===== config.mk =====
export PLATFORM = sky130hd
export DESIGN_NAME = insn_decode
export DESIGN_NICKNAME = d
export VERILOG_FILES = /design/src/include/dec_pkg.sv /design/src/include/dec_if.sv /design/src/logic/op_table.sv /design/src/logic/insn_decode.sv
export SDC_FILE = /design/constraint.sdc
export NUM_CORES = 1
export LEC_CHECK = 0
export BUFFER_PORTS_ARGS = -buffer_cell sky130_fd_sc_hd__buf_2
export CAP_MARGIN = 20
export CORE_MARGIN = 1
export CORE_UTILIZATION = 40
export DETAILED_ROUTE_END_ITERATION = 12
export GPL_ROUTABILITY_DRIVEN = 0
export HOLD_SLACK_MARGIN = 0.02
export PLACE_DENSITY = 0.73
export SYNTH_ARGS = -nofsm -noshare
export SYNTH_HDL_FRONTEND = slang
export SYNTH_SLANG_ARGS = --single-unit

===== constraint.sdc =====
create_clock -name clk -period 2.6 [get_ports clk]
set_input_delay 0.52 -clock clk [delete_from_list [all_inputs] [get_ports clk]]
set_output_delay 0.52 -clock clk [all_outputs]
set_load 0.02 [all_outputs]

===== src/include/dec_pkg.sv =====
package dec_pkg;
    typedef enum logic [4:0] {
        OP_NONE = 5'd0, OP_SUB_LONG = 5'd1, OP_SUB_MEM = 5'd2,
        OP_SUB_BORROW = 5'd3, OP_SUB_HIGH = 5'd4, OP_SUB_SHORT = 5'd5,
        OP_SUB_LOW_NSX = 5'd6, OP_SUB_TREG = 5'd7, OP_XOR_LONG = 5'd8,
        OP_CLR_LOAD_HIGH = 5'd9, OP_CLR_LOAD_HIGH_RND = 5'd10,
        OP_CLR_LOAD_LOW_NSX = 5'd11, OP_STORE_LOW = 5'd12,
        OP_AUX_ADD = 5'd13, OP_AUX_CMP = 5'd14, OP_AUX_LOAD_SHORT = 5'd15,
        OP_AUX_PTR = 5'd16, OP_PAGE_MEM = 5'd17, OP_PAGE_IMM = 5'd18,
        OP_AUX_LOAD_LONG = 5'd19, OP_AUX_SUB = 5'd20, OP_ADD_PROD = 5'd21,
        OP_TREG_ACC_PROD = 5'd22
    } op_t;
    localparam logic [7:0] BYTE_SUB_BORROW  = 8'h4f;
    localparam logic [7:0] BYTE_SUB_HIGH    = 8'h44;
    localparam logic [7:0] BYTE_SUB_SHORT   = 8'hcd;
    localparam logic [7:0] BYTE_SUB_LOW_NSX = 8'h45;
    localparam logic [7:0] BYTE_SUB_TREG    = 8'h46;
    localparam logic [7:0] BYTE_CLR_HIGH    = 8'h40;
    localparam logic [7:0] BYTE_CLR_HIGH_R  = 8'h7b;
    localparam logic [7:0] BYTE_CLR_LOW     = 8'h41;
    localparam logic [7:0] BYTE_AUX_ADD     = 8'h7e;
    localparam logic [7:0] BYTE_AUX_SUB     = 8'h7f;
    localparam logic [7:0] BYTE_PAGE_MEM    = 8'h52;
    localparam logic [7:0] BYTE_AUX_PTR     = 8'h55;
    localparam logic [7:0] BYTE_TREG_ACC    = 8'h3d;
    localparam logic [3:0] NIB_SUB_MEM      = 4'h1;
    localparam logic [3:0] NIB_LONG         = 4'hd;
    localparam logic [7:0] LOW_SUB_LONG     = 8'h03;
    localparam logic [7:0] LOW_XOR_LONG     = 8'h06;
    localparam logic [7:0] LOW_AUX_LONG     = 8'h00;
    localparam logic [4:0] TOP_STORE_LOW    = 5'h0c;
    localparam logic [4:0] TOP_AUX_SHORT    = 5'h18;
    localparam logic [6:0] TOP_PAGE_IMM     = 7'h64;
    localparam logic [13:0] TOP_AUX_CMP     = 14'h3394;
    localparam logic [15:0] WORD_ADD_PROD   = 16'hce15;
    localparam logic [3:0] AUX_PTR_TAG      = 4'h1;
endpackage


===== src/include/dec_if.sv =====
`timescale 1ns/1ps
// decoded fields travelling from the combinational decoder to the top
interface dec_if;
    dec_pkg::op_t op;
    logic         two_word;
    logic [3:0]   shift;
    logic         mode;
    logic [6:0]   addr;
    logic [2:0]   reg_sel;
    logic [8:0]   imm;
    logic [1:0]   cmp_mode;
    logic         valid;
    modport dec (output op, two_word, shift, mode, addr, reg_sel, imm,
                 cmp_mode, valid);
    modport top (input op, two_word, shift, mode, addr, reg_sel, imm,
                 cmp_mode, valid);
endinterface


===== src/logic/op_table.sv =====
`timescale 1ns/1ps
module op_table (
    input  wire logic [15:0] word,
    dec_if.dec               d
);
    always_comb begin
        d.op       = dec_pkg::OP_NONE;
        d.two_word = 1'b0;
        d.shift    = word[11:8];
        d.mode     = word[7];
        d.addr     = word[6:0];
        d.reg_sel  = word[10:8];
        d.imm      = {1'b0, word[7:0]};
        d.cmp_mode = word[1:0];
        if (word == dec_pkg::WORD_ADD_PROD) begin
            d.op = dec_pkg::OP_ADD_PROD;
        end else if (word[15:2] == dec_pkg::TOP_AUX_CMP) begin
            d.op = dec_pkg::OP_AUX_CMP;
        end else if (word[15:12] == dec_pkg::NIB_LONG
                     && word[7:0] == dec_pkg::LOW_SUB_LONG) begin
            d.op       = dec_pkg::OP_SUB_LONG;
            d.two_word = 1'b1;
        end else if (word[15:12] == dec_pkg::NIB_LONG
                     && word[7:0] == dec_pkg::LOW_XOR_LONG) begin
            d.op       = dec_pkg::OP_XOR_LONG;
            d.two_word = 1'b1;
        end else if (word[15:12] == dec_pkg::NIB_LONG && !word[11]
                     && word[7:0] == dec_pkg::LOW_AUX_LONG) begin
            d.op       = dec_pkg::OP_AUX_LOAD_LONG;
            d.two_word = 1'b1;
        end else if (word[15:12] == dec_pkg::NIB_SUB_MEM) begin
            d.op = dec_pkg::OP_SUB_MEM;
        end else if (word[15:11] == dec_pkg::TOP_STORE_LOW) begin
            d.op    = dec_pkg::OP_STORE_LOW;
            d.shift = {1'b0, word[10:8]};
        end else if (word[15:11] == dec_pkg::TOP_AUX_SHORT) begin
            d.op = dec_pkg::OP_AUX_LOAD_SHORT;
        end else if (word[15:9] == dec_pkg::TOP_PAGE_IMM) begin
            d.op  = dec_pkg::OP_PAGE_IMM;
            d.imm = word[8:0];
        end else if (word[15:8] == dec_pkg::BYTE_AUX_PTR
                     && word[6:3] == dec_pkg::AUX_PTR_TAG) begin
            d.op      = dec_pkg::OP_AUX_PTR;
            d.reg_sel = word[2:0];
        end else begin
            unique case (word[15:8])
                dec_pkg::BYTE_SUB_BORROW:
                    d.op = dec_pkg::OP_SUB_BORROW;
                dec_pkg::BYTE_SUB_HIGH:
                    d.op = dec_pkg::OP_SUB_HIGH;
                dec_pkg::BYTE_SUB_SHORT:
                    d.op = dec_pkg::OP_SUB_SHORT;
                dec_pkg::BYTE_SUB_LOW_NSX:
                    d.op = dec_pkg::OP_SUB_LOW_NSX;
                dec_pkg::BYTE_SUB_TREG:
                    d.op = dec_pkg::OP_SUB_TREG;
                dec_pkg::BYTE_CLR_HIGH:
                    d.op = dec_pkg::OP_CLR_LOAD_HIGH;
                dec_pkg::BYTE_CLR_HIGH_R:
                    d.op = dec_pkg::OP_CLR_LOAD_HIGH_RND;
                dec_pkg::BYTE_CLR_LOW:
                    d.op = dec_pkg::OP_CLR_LOAD_LOW_NSX;
                dec_pkg::BYTE_AUX_ADD:
                    d.op = dec_pkg::OP_AUX_ADD;
                dec_pkg::BYTE_AUX_SUB:
                    d.op = dec_pkg::OP_AUX_SUB;
                dec_pkg::BYTE_PAGE_MEM:
                    d.op = dec_pkg::OP_PAGE_MEM;
                dec_pkg::BYTE_TREG_ACC:
                    d.op = dec_pkg::OP_TREG_ACC_PROD;
                default:
                    d.op = dec_pkg::OP_NONE;
            endcase
        end
        d.valid = (d.op != dec_pkg::OP_NONE);
    end
endmodule


===== src/logic/insn_decode.sv =====
`timescale 1ns/1ps
module insn_decode (
    input  wire logic        clk,
    input  wire logic        rst_n,
    input  wire logic        word_valid,
    input  wire logic [15:0] word,
    output dec_pkg::op_t     op,
    output logic             op_valid,
    output logic             unknown,
    output logic [3:0]       shift,
    output logic             mode,
    output logic [6:0]       addr,
    output logic [2:0]       reg_sel,
    output logic [15:0]      imm,
    output logic [1:0]       cmp_mode,
    output logic             pc_advance
);
    // ****************************************
    // field extraction
    // ****************************************
    dec_if d ();
    op_table u_table (
        .word (word),
        .d    (d)
    );

    typedef enum logic [1:0] {
        ST_FIRST  = 2'b01,
        ST_SECOND = 2'b10
    } state_t;

    // ****************************************
    // sequencing
    // ****************************************
    state_t       state;
    state_t       next_state;
    dec_pkg::op_t held_op;
    dec_pkg::op_t next_held_op;
    logic [3:0]   held_shift;
    logic [3:0]   next_held_shift;
    logic [2:0]   held_reg;
    logic [2:0]   next_held_reg;
    dec_pkg::op_t next_op;
    logic         next_op_valid;
    logic         next_unknown;
    logic [3:0]   next_shift;
    logic         next_mode;
    logic [6:0]   next_addr;
    logic [2:0]   next_reg_sel;
    logic [15:0]  next_imm;
    logic [1:0]   next_cmp_mode;
    logic         next_pc_advance;

    always_comb begin
        next_state      = state;
        next_held_op    = held_op;
        next_held_shift = held_shift;
        next_held_reg   = held_reg;
        next_op         = op;
        next_op_valid   = 1'b0;
        next_unknown    = 1'b0;
        next_shift      = shift;
        next_mode       = mode;
        next_addr       = addr;
        next_reg_sel    = reg_sel;
        next_imm        = imm;
        next_cmp_mode   = cmp_mode;
        next_pc_advance = 1'b0;
        if (word_valid) begin
            next_pc_advance = 1'b1;
            unique case (state)
                ST_FIRST: begin
                    if (d.two_word) begin
                        // hold first word until operand word arrives
                        next_state      = ST_SECOND;
                        next_held_op    = d.op;
                        next_held_shift = d.shift;
                        next_held_reg   = d.reg_sel;
                    end else begin
                        next_op       = d.op;
                        next_op_valid = d.valid;
                        next_unknown  = !d.valid;
                        next_shift    = d.shift;
                        next_mode     = d.mode;
                        next_addr     = d.addr;
                        next_reg_sel  = d.reg_sel;
                        next_imm      = {7'h00, d.imm};
                        next_cmp_mode = d.cmp_mode;
                    end
                end
                ST_SECOND: begin
                    next_state    = ST_FIRST;
                    next_op       = held_op;
                    next_op_valid = 1'b1;
                    next_shift    = held_shift;
                    next_reg_sel  = held_reg;
                    next_imm      = word;
                    next_mode     = 1'b0;
                    next_addr     = 7'h00;
                end
            endcase
        end
    end

    always_ff @(posedge clk) begin
        if (!rst_n) begin
            state      <= ST_FIRST;
            held_op    <= dec_pkg::OP_NONE;
            held_shift <= 4'h0;
            held_reg   <= 3'h0;
            op         <= dec_pkg::OP_NONE;
            op_valid   <= 1'b0;
            unknown    <= 1'b0;
            shift      <= 4'h0;
            mode       <= 1'b0;
            addr       <= 7'h00;
            reg_sel    <= 3'h0;
            imm        <= 16'h0000;
            cmp_mode   <= 2'h0;
            pc_advance <= 1'b0;
        end else begin
            state      <= next_state;
            held_op    <= next_held_op;
            held_shift <= next_held_shift;
            held_reg   <= next_held_reg;
            op         <= next_op;
            op_valid   <= next_op_valid;
            unknown    <= next_unknown;
            shift      <= next_shift;
            mode       <= next_mode;
            addr       <= next_addr;
            reg_sel    <= next_reg_sel;
            imm        <= next_imm;
            cmp_mode   <= next_cmp_mode;
            pc_advance <= next_pc_advance;
        end
    end
endmodule


After elaboration in Yosys (flattened, before gate mapping)
Cells that the tools add are included.
{"block": "totals", "register_bits": 55, "inputBits": 19}
{"block": "classes", "eq_ne": 27, "n_mux": 59, "bitwise_logic": 4, "n_reduce_logical": 15}
{"op": "== test 8 x 7 -> 1 bit, second input constant", "count": 11}
{"op": "two-way mux 9 bit", "count": 9}
{"op": "case mux 5 bit (12 select lines)", "count": 1}
{"op": "two-way mux 5 bit", "count": 11}
{"op": "two-way mux 3 bit", "count": 11}
{"op": "two-way mux 4 bit", "count": 8}
{"op": "case mux 16 bit (2 select lines)", "count": 1}
{"op": "== test 16 bit, second input constant", "count": 1}
{"op": "two-way mux 16 bit", "count": 1}
{"op": "== test 14 bit, second input constant", "count": 1}
{"op": "case mux 7 bit (2 select lines)", "count": 1}
{"op": "case mux 5 bit (2 select lines)", "count": 1}
{"op": "== test 4 x 1 -> 1 bit, second input constant", "count": 2}
{"op": "== test 8 x 2 -> 1 bit, second input constant", "count": 1}
{"op": "== test 8 x 3 -> 1 bit, second input constant", "count": 1}
{"op": "== test 8 x 6 -> 1 bit, second input constant", "count": 1}
{"op": "== test 8 bit, second input constant", "count": 1}
{"op": "logical NOT 8 bit", "count": 1}
{"op": "two-way mux 1 bit", "count": 8}
{"op": "case mux 4 bit (2 select lines)", "count": 1}
{"op": "== test 7 bit, second input constant", "count": 1}
{"op": "two-way mux 7 bit", "count": 1}
{"op": "case mux 3 bit (2 select lines)", "count": 1}
{"op": "AND reduction 2 bit", "count": 3}
{"op": "other kinds (15)", "count": 26}

Longest topological paths before layout
Gate-level depths: netlist (run 1).
{"block": "logic_depth", "depth_word": 15, "depth_mapped": 8}

Modules after synthesis
A second synthesis (run 1) with hierarchy kept.
{"block": "unflattened", "cells_unflattened": 389, "hier_area_um2": 3129.3}
{"mod": "insn_decode", "instances": 1, "cells_per_inst": 271, "area_each_um2": 2372.3, "seq_area_each_um2": 1101.1}
{"mod": "op_table", "instances": 1, "cells_per_inst": 118, "area_each_um2": 757.0, "seq_area_each_um2": 0.0}

Worst setup path before layout (run 1)
Ideal clock, no wire load.
{"block": "synth_timing", "kind": "input-to-reg", "start": "input port word[4]", "end": "register imm[0]", "arrival_time_ps": 2418, "required_ps": 2530, "path_slack_ps": 112, "stages": 6, "cell_sequence": "or4b_4 or4_4 o41ai_4 buf_6 nand2_1 a21oi_1"}
{"block": "synth_via", "elab_chain_cells": 9, "word_cells_on_any_way": 22, "classes_between": "5 x eq/ne; 12 x mux; 5 x reduce/logical"}
{"element": "start: declaration", "line_no": "insn_decode.sv:6", "rtl": "input wire logic [15:0] word,"}
{"element": "logical NOT 8 bit", "line_no": "op_table.sv:28", "rtl": "&& word[7:0] == dec_pkg::LOW_AUX_LONG) begin"}
{"element": "logical AND 1 bit", "line_no": "op_table.sv:28"}
{"element": "two-way mux 9 bit / two-way mux 1 bit (equally long branches)", "line_no": "op_table.sv:27", "rtl": "end else if (word[15:12] == dec_pkg::NIB_LONG && !word[11]"}
{"element": "two-way mux 9 bit / two-way mux 1 bit (equally long branches)", "line_no": "op_table.sv:23", "rtl": "end else if (word[15:12] == dec_pkg::NIB_LONG"}
{"element": "two-way mux 9 bit / two-way mux 1 bit (equally long branches)", "line_no": "op_table.sv:19", "rtl": "end else if (word[15:12] == dec_pkg::NIB_LONG"}
{"element": "two-way mux 9 bit / two-way mux 1 bit (equally long branches)", "line_no": "op_table.sv:17", "rtl": "end else if (word[15:2] == dec_pkg::TOP_AUX_CMP) begin"}
{"element": "two-way mux 9 bit / two-way mux 1 bit (equally long branches)", "line_no": "op_table.sv:15", "rtl": "if (word == dec_pkg::WORD_ADD_PROD) begin"}
{"element": "two-way mux 16 bit / != test 2 bit (equally long branches)"}
{"element": "case mux 16 bit (2 select lines) / AND reduction 2 bit (equally long branches)"}
{"element": "end signal: assignment", "line_no": "insn_decode.sv:133", "rtl": "imm <= next_imm;"}
{"element": "end: declaration", "line_no": "insn_decode.sv:14", "rtl": "output logic [15:0] imm,"}
Parallel ways exist; a longest one is shown, timed or not. The select of a mux whose other input is x is not followed.
A chain may end at the register's enable or synchronous reset.

Worst setup path after layout (run 1)
{"block": "layout_timing", "start": "input port word[4]", "end": "register op[3]"}
{"block": "layout_via", "elab_chain_cells": 14, "word_cells_on_any_way": 29, "classes_between": "6 x eq/ne; 17 x mux; 6 x reduce/logical"}
{"element": "== test 4 x 1 -> 1 bit", "line_no": "op_table.sv:42", "rtl": "&& word[6:3] == dec_pkg::AUX_PTR_TAG) begin"}
{"element": "logical AND 1 bit", "line_no": "op_table.sv:42"}
{"element": "two-way mux 5 bit", "line_no": "op_table.sv:41", "rtl": "end else if (word[15:8] == dec_pkg::BYTE_AUX_PTR"}
{"element": "two-way mux 5 bit", "line_no": "op_table.sv:38", "rtl": "end else if (word[15:9] == dec_pkg::TOP_PAGE_IMM) begin"}
{"element": "two-way mux 5 bit", "line_no": "op_table.sv:36", "rtl": "end else if (word[15:11] == dec_pkg::TOP_AUX_SHORT) begin"}
{"element": "two-way mux 5 bit", "line_no": "op_table.sv:33", "rtl": "end else if (word[15:11] == dec_pkg::TOP_STORE_LOW) begin"}
{"element": "two-way mux 5 bit", "line_no": "op_table.sv:31", "rtl": "end else if (word[15:12] == dec_pkg::NIB_SUB_MEM) begin"}
{"element": "two-way mux 5 bit", "line_no": "op_table.sv:27"}
{"element": "two-way mux 5 bit", "line_no": "op_table.sv:23"}
{"element": "two-way mux 5 bit", "line_no": "op_table.sv:19"}
{"element": "two-way mux 5 bit", "line_no": "op_table.sv:17"}
{"element": "two-way mux 5 bit", "line_no": "op_table.sv:15"}
{"element": "two-way mux 5 bit", "line_no": "insn_decode.sv:73", "rtl": "if (d.two_word) begin"}
{"element": "case mux 5 bit (2 select lines)", "line_no": "insn_decode.sv:71", "rtl": "unique case (state)"}
{"element": "end signal: assignment", "line_no": "insn_decode.sv:111", "rtl": "op <= dec_pkg::OP_NONE;"}
{"element": "end signal: assignment", "line_no": "insn_decode.sv:126", "rtl": "op <= next_op;"}
{"element": "end: declaration", "line_no": "insn_decode.sv:7", "rtl": "output dec_pkg::op_t op,"}
Parallel ways exist; a longest one is shown, timed or not. The select of a mux whose other input is x is not followed.

==> summary.txt, run 1 <==
Detailed routing
  • DRT iter0 DRCs: roughly 180
  • Final antenna-violating net count: 0
  • Drt wl/cell: ~15 µm
  • Iteration count of the initial detailed-routing pass: 9
  • DRT Wirelength: approximately 7400 µm
  • DR vias: 2752
  • Drt drc: 10
  • Vias per cell: 5.663

Final layout
  • Max FFs per register: 16
  • ANT cells: 0
  • Register area: between 1000 and 1500 µm²
  • Synth-to-Final Area Change: 20.66%
  • Largest reg by FF count: imm
  • Multi-input logic area: about 1400 µm²
  • Fill cells: about 630
  • Top flop regs: imm x16, addr x7
  • Share of cells above drive strength 1: 0.2469
  • Final instance area: 3237 µm²
  • Fin nets: approximately 430

Placed design
  • Worst slack, placed: -62.21 ps
  • DP HPWL: 5443 µm
  • Post-DP Area: roughly 3100 µm²
  • Number of buffers added on ports: 59

Logic synthesis
  • Sequential area share after synthesis: 0.4104
  • Synth Cell Area: ~2700 µm²
  • Mapped Nets: 367
  • Ys flop type: dfxtp_1
  • Number of enable flip-flop cells after synthesis: 0
  • Synth Area per Inst: 7.709 µm²
  • Number of synthesis warnings: 0
  • Post-synth top area share: 0.4104
  • Async S/R FF share, synth: 0
  • Top cells by area, synth: dfxtp_1, nand2_1, a21oi_1, nand3_1, clkbuf_1
  • Yosys top cell by area: dfxtp_1
  • Mapped Cells: between 300 and 400
  • FF+latch count, synth: 55
  • Yosys cell types: 51

Hold path
  • Hold path cells: 2
  • Worst hold start: addr[2]$_SDFFE_PN0P_
  • Min-delay worst type: register to register
  • Hold-critical path endpoint: addr[2]$_SDFFE_PN0P_

Floorplan
  • Die width: around 84 µm
  • Std-Cell Rows: 29
  • I/O pin count: 60
  • Die Ht: 83.89 µm
  • Starting density of the core: 0.4177
  • Die area: 7038 µm²
  • Total core area: between 6000 and 7000 µm²

Clock network
  • Clk sinks: between 50 and 60
  • Reg clk slew, reported paths: ~100 ps
  • Worst-case clock buffer depth: 2
  • CTS Hold Bufs: 0
  • CTS tree: done
  • CTS resizes: 0
  • Post-CTS Setup Inserts: 0
  • H-tree lvl count: 2
  • Total CTS buffers: 5
  • CTS root buf: clkbuf_8
  • Clk_lat worst skew: 320 ps

Setup path
  • Critical path's slowest cell: or4b_4
  • Crit path DAT: around 2600 ps
  • Delay of the slowest cell on the worst path: roughly 540 ps
  • Setup crit end kind: register
  • CP startpoint kind: primary input
  • R2R cell count: 4
  • Top delay family on crit path: simple AND/OR/NAND/NOR gates
  • Reg2reg start: state[0]$_SDFFE_PN1P_
  • R2r endpoint: op[0]$_SDFFE_PN0P_
  • Critical path class: primary input to register
  • CP Max Fanout: 4
  • Buf+Inv Stages, Crit Path: 1
  • R2R setup slack: 940 ps
  • Req. time, crit path: between 2000 and 3000 ps
  • Cells along the critical path: buf_2, or4b_4, or4_4, nor4b_1, or4b_2, nor2_1, o31ai_1

GRT
  • Initial antenna violation count: 0
  • Vias in the first global route: about 2500
  • Tot GR Track Use: 0.2133
  • Remaining Overflow, GRT: 0
  • First-pass GRT wire length: about 12000 µm
  • Largest net degree at the start of global routing: 33

STA
  • Final Max Tran Viols: 0
  • Worst setup margin: about 250 ps
  • # setup viols final: 0
  • Final Hold Viols: 0
  • Worst-Margin Slew: about 850 ps
  • RSZ-0062 raised after global routing: false
  • F_max: 0.4257 GHz
  • Tmin final: between 2000 and 2500 ps
  • Slew margin rel.: 0.4329
  • Clock Skews: around 7.3 ps
  • Fin crit share: 0.9035

Pwr
  • Sw Pwr: a little under 0.0005 W
  • Power density cells: 507.5 nW/µm²
  • Flop pwr share: 0.538
  • Switching Fraction: 0.2935
  • Clk network pwr share: 0.303
  • Peak VDD IR: 0.3202 mV
  • P_int: between 0.001 and 0.0015 W
  • Leakage: 1.352 nW
  • Combinational Power Share: 0.159

Status
  • Outcome: finished with violations
  • Violated checks: design-rule violations

Flow run
  • Max cap viols: 0
-- cell usage in the layout (no fill, tap or decap), drive strengths merged, types with 6 or more instances in the layout --
master and n:
o21ai 12, a311oi 6, nor2 22, nand2 71, nand3 23, nor3 6
buf 83, nor2b 6, dfxtp 55, a21oi 42, nand2b 7
-- kinds of logic after synthesis --
kind of cell	synth area share
AOI/OAI and AO/OA	0.1987
xor gates and xnor gates	0.01306
buffers and inverters	0.05736
DFF	0.4104
muxes	0.007463
and+or+nand+nor	0.3130
-- synthesized netlist by cell type, types with 4 or more instances --
cell,instances
dfxtp_1,55
nor4_1,5
nor2b_1,6
nand3_1,23
nand2_1,71
nand2b_1,7
nor2_1,22
o211ai_1,4
a311oi_1,6
o21ai_0,12
nor3_1,5
clkbuf_1,23
or3_1,4
a21oi_1,42
-- power groups by stage --
stage | clock network [W] | registers [W] | logic (W)
after floorplan | 0 | 0.000936 | 0.000132
final | 0.000497 | 0.000884 | 0.000262
after global routing | 0.000539 | 0.000887 | 0.000282
after detailed placement | 0 | 0.000903 | 0.000261
after global placement | 0 | 0.000903 | 0.000256
after CTS | 0.000507 | 0.000884 | 0.000261
-- worst max-delay path by stage --
stage	start	to	slack, ps	depth (start not counted)
detailed placement	word[4]	imm[2]$_SDFFE_PN0P_	-60	8
global route	word[4]	op[3]$_SDFFE_PN0P_	150	7
global placement	word[4]	cmp_mode[0]$_SDFFE_PN0P_	-3	7
finish	word[4]	op[3]$_SDFFE_PN0P_	250	7
floorplan	word[4]	imm[0]$_SDFFE_PN0P_	110	6
CTS	word[4]	op[3]$_SDFFE_PN0P_	260	7
-- routing by layer --
layer	up-vias	GRT usage	routed length [µm]
li1	1349	-	-
met1	1285	0.2712	3273
met2	101	0.3599	3521
met3	17	0.03858	428
met4	0	0.07837	171
met5	-	0	0
-- cell type report --
class                   instances  share of cell area
clock buffers                   5             0.02126
clock inverters                 3            0.007344
inverters                       4            0.004639
multi-input cells             259              0.4422
flip-flops and latches         55              0.3402
well taps                      77             0.02976
repair buffers                 83              0.1546
-- worst register-to-register path, stage by stage (launching register included) --
cell,delay (ps)
dfxtp_1,420
nand2b_1,700
nand2_1,130
o221ai_1,210
a21oi_1,100
-- metrics by stage --
stage,instances,TNS [ps],util,hold slack [ps],total power [W]
final,486,0,0.5040,455.8,0.001643
after global routing,486,0,0.5040,478.4,0.001709
after CTS,486,0,0.5040,458.2,0.001652
after detailed placement,478,-772.3,0.4896,445.2,0.001163
after global placement,478,-4.919,0.4896,439.2,0.001159
after floorplan,348,0,-,436.4,0.001068
Note: power is estimated with default switching activity, not from simulation.
==> inputs of run 2 (changes only) <==
Settings changed: CAP_MARGIN 20 to 25, GPL_TIMING_DRIVEN set to 0.
==> run 2 against run 1 <==
Net effect: the run still ends with design-rule violations left; via count grew 2.2%; count of clock-buffer cells in the layout grew 1; routed wire length grew 4.0%; total power grew 4.7%; final cell count is the same; worst setup slack lost 140 ps; core utilization shrank 1.1 points; first-iteration DRC count grew 38%; clock power grew 17%; critical path type unchanged; largest power group unchanged; highest routed layer unchanged.
==> summary.txt, run 2 (same netlist as run 1, synthesis figures left out) <==
GRT
  • First-pass GRT wire length: ~12000 µm
  • Remaining Overflow, GRT: 0
  • Initial antenna violation count: 0
  • Tot GR Track Use: 0.2203
  • Largest net degree at the start of global routing: 18
  • Vias in the first global route: ~2600

Clock network
  • Worst-case clock buffer depth: 2
  • Reg clk slew, reported paths: around 90 ps
  • H-tree lvl count: 2
  • Clk sinks: 55
  • Clk_lat worst skew: between 300 and 400 ps
  • Total CTS buffers: 5
  • CTS root buf: clkbuf_8
  • Post-CTS Setup Inserts: 0
  • CTS tree: done

Detailed routing
  • DRT Wirelength: between 7000 and 8000 µm
  • Drt drc: 10
  • DR vias: around 2800
  • Iteration count of the initial detailed-routing pass: 9
  • DRT iter0 DRCs: approximately 250
  • Vias per cell: 5.786
  • Drt wl/cell: ~16 µm
  • Final antenna-violating net count: 0

Hold path
  • Hold-critical path endpoint: addr[3]$_SDFFE_PN0P_
  • Min-delay worst type: register to register
  • Worst hold start: addr[3]$_SDFFE_PN0P_
  • Hold path cells: 2

Floorplan
  • Total core area: 6422 µm²
  • Die Ht: between 80 and 90 µm
  • Die width: roughly 84 µm
  • Std-Cell Rows: 29
  • Die area: between 7000 and 8000 µm²
  • I/O pin count: 60
  • Starting density of the core: 0.4177

STA
  • F_max: between 0.4 and 0.5 GHz
  • Final Hold Viols: 0
  • Tmin final: between 2000 and 2500 ps
  • RSZ-0062 raised after global routing: false
  • Hold WS: around 450 ps
  • # setup viols final: 0
  • Clock Skews: about 10 ps
  • Worst-Margin Slew: roughly 610 ps
  • Final Max Tran Viols: 0
  • Slew margin rel.: 0.5893
  • Fin crit share: 0.9581

Placed design
  • Placed insts: approximately 480
  • Post-DP Area: between 3000 and 4000 µm²
  • Number of buffers added on ports: 53
  • DP HPWL: approximately 5600 µm

Setup path
  • Crit path DAT: around 2700 ps
  • Critical path class: primary input to register
  • Req. time, crit path: approximately 2800 ps
  • R2R cell count: 5
  • CP Max Fanout: 10
  • Reg2reg start: state[1]$_SDFFE_PN0P_
  • CP startpoint kind: primary input
  • R2r endpoint: op[4]$_SDFFE_PN0P_
  • R2R setup slack: roughly 950 ps
  • Setup crit end kind: register

Pwr
  • Power density cells: about 540 nW/µm²
  • Leakage: roughly 1.3 nW
  • Total Power: roughly 0.0017 W
  • Peak VDD IR: between 0.2 and 0.25 mV

Status
  • Outcome: finished with violations
  • Violated checks: design-rule violations

Final layout
  • Top flop regs: imm x16, addr x7
  • Max FFs per register: 16
  • Synth-to-Final Area Change: 18.05%
  • Most common cell after layout, fill and taps aside: nand2_1
  • Most frequent cells in the layout: nand2_1, buf_2, dfxtp_1
  • Largest reg by FF count: imm
  • Fin nets: roughly 430
  • Post-route insts no fill: a little under 500
  • Final instance area: between 3000 and 4000 µm²
  • ANT cells: 0
  • Share of cells above drive strength 1: 0.1883

Flow run
  • Max cap viols: 0
## run 2: layout make-up
| type | count | area [µm²] |
|---|---|---|
| Timing Repair Buffer | 53 | 265.3 |
| Fill cell | 632 | 3256 |
| Multi-Input combinational cell | 259 | 1438 |
| Clock inverter | 2 | 38.79 |
| Sequential cell | 55 | 1101 |
| Buffer | 30 | 140.1 |
| Clock buffer | 6 | 72.57 |
| Inverter | 4 | 15.01 |
| Tap cell | 77 | 96.34 |
## run 2: how the worst max path moves through the flow
stage,cells after the start,end,startpoint
floorplan,6,imm[0]$_SDFFE_PN0P_,word[4]
global placement,8,op[4]$_SDFFE_PN0P_,word[4]
detailed placement,8,op[4]$_SDFFE_PN0P_,word[4]
CTS,8,op[4]$_SDFFE_PN0P_,word[4]
global route,7,op[4]$_SDFFE_PN0P_,word[5]
finish,7,op[4]$_SDFFE_PN0P_,word[5]
## run 2: stage by stage
step	worst slack, ps	TNS, ps	utilization
floorplan	112.1	0	-
global placement	-333.9	-9654	0.4740
detailed placement	-334.3	-10100	0.4740
CTS	58.11	0	0.4919
global route	0.7401	0	0.4931
finish	108.9	0	0.4931
## run 2: worst max-delay path, cell delays in order
cell,delay [ps]
buf_2,150
or4b_4,540
or4_4,550
o41ai_4,530
buf_6,230
nand3_1,90
o21ai_0,110
## run 2: what timing repair did
item,in CTS,in global routing
gates resized for setup,1,3
setup endpoints to repair,1,14
hold buffers,0,0
hold endpoints to repair,0,0
pin swaps,0,1
## run 2: metal layers
| layer | GRT usage | up-vias | wire, µm |
|---|---|---|---|
| met2 | 0.3577 | 116 | 3603 |
| met5 | 0 | - | 0 |
| li1 | - | 1348 | - |
| met3 | 0.04055 | 18 | 494 |
| met4 | 0.08150 | 0 | 157 |
| met1 | 0.2908 | 1330 | 3434 |
## run 2: where the power goes
part	switching, W	internal, W
logic	0.000172	0.0000848
registers	0.0000134	0.000870
clock network	0.000289	0.000292
total	0.000475	0.00125
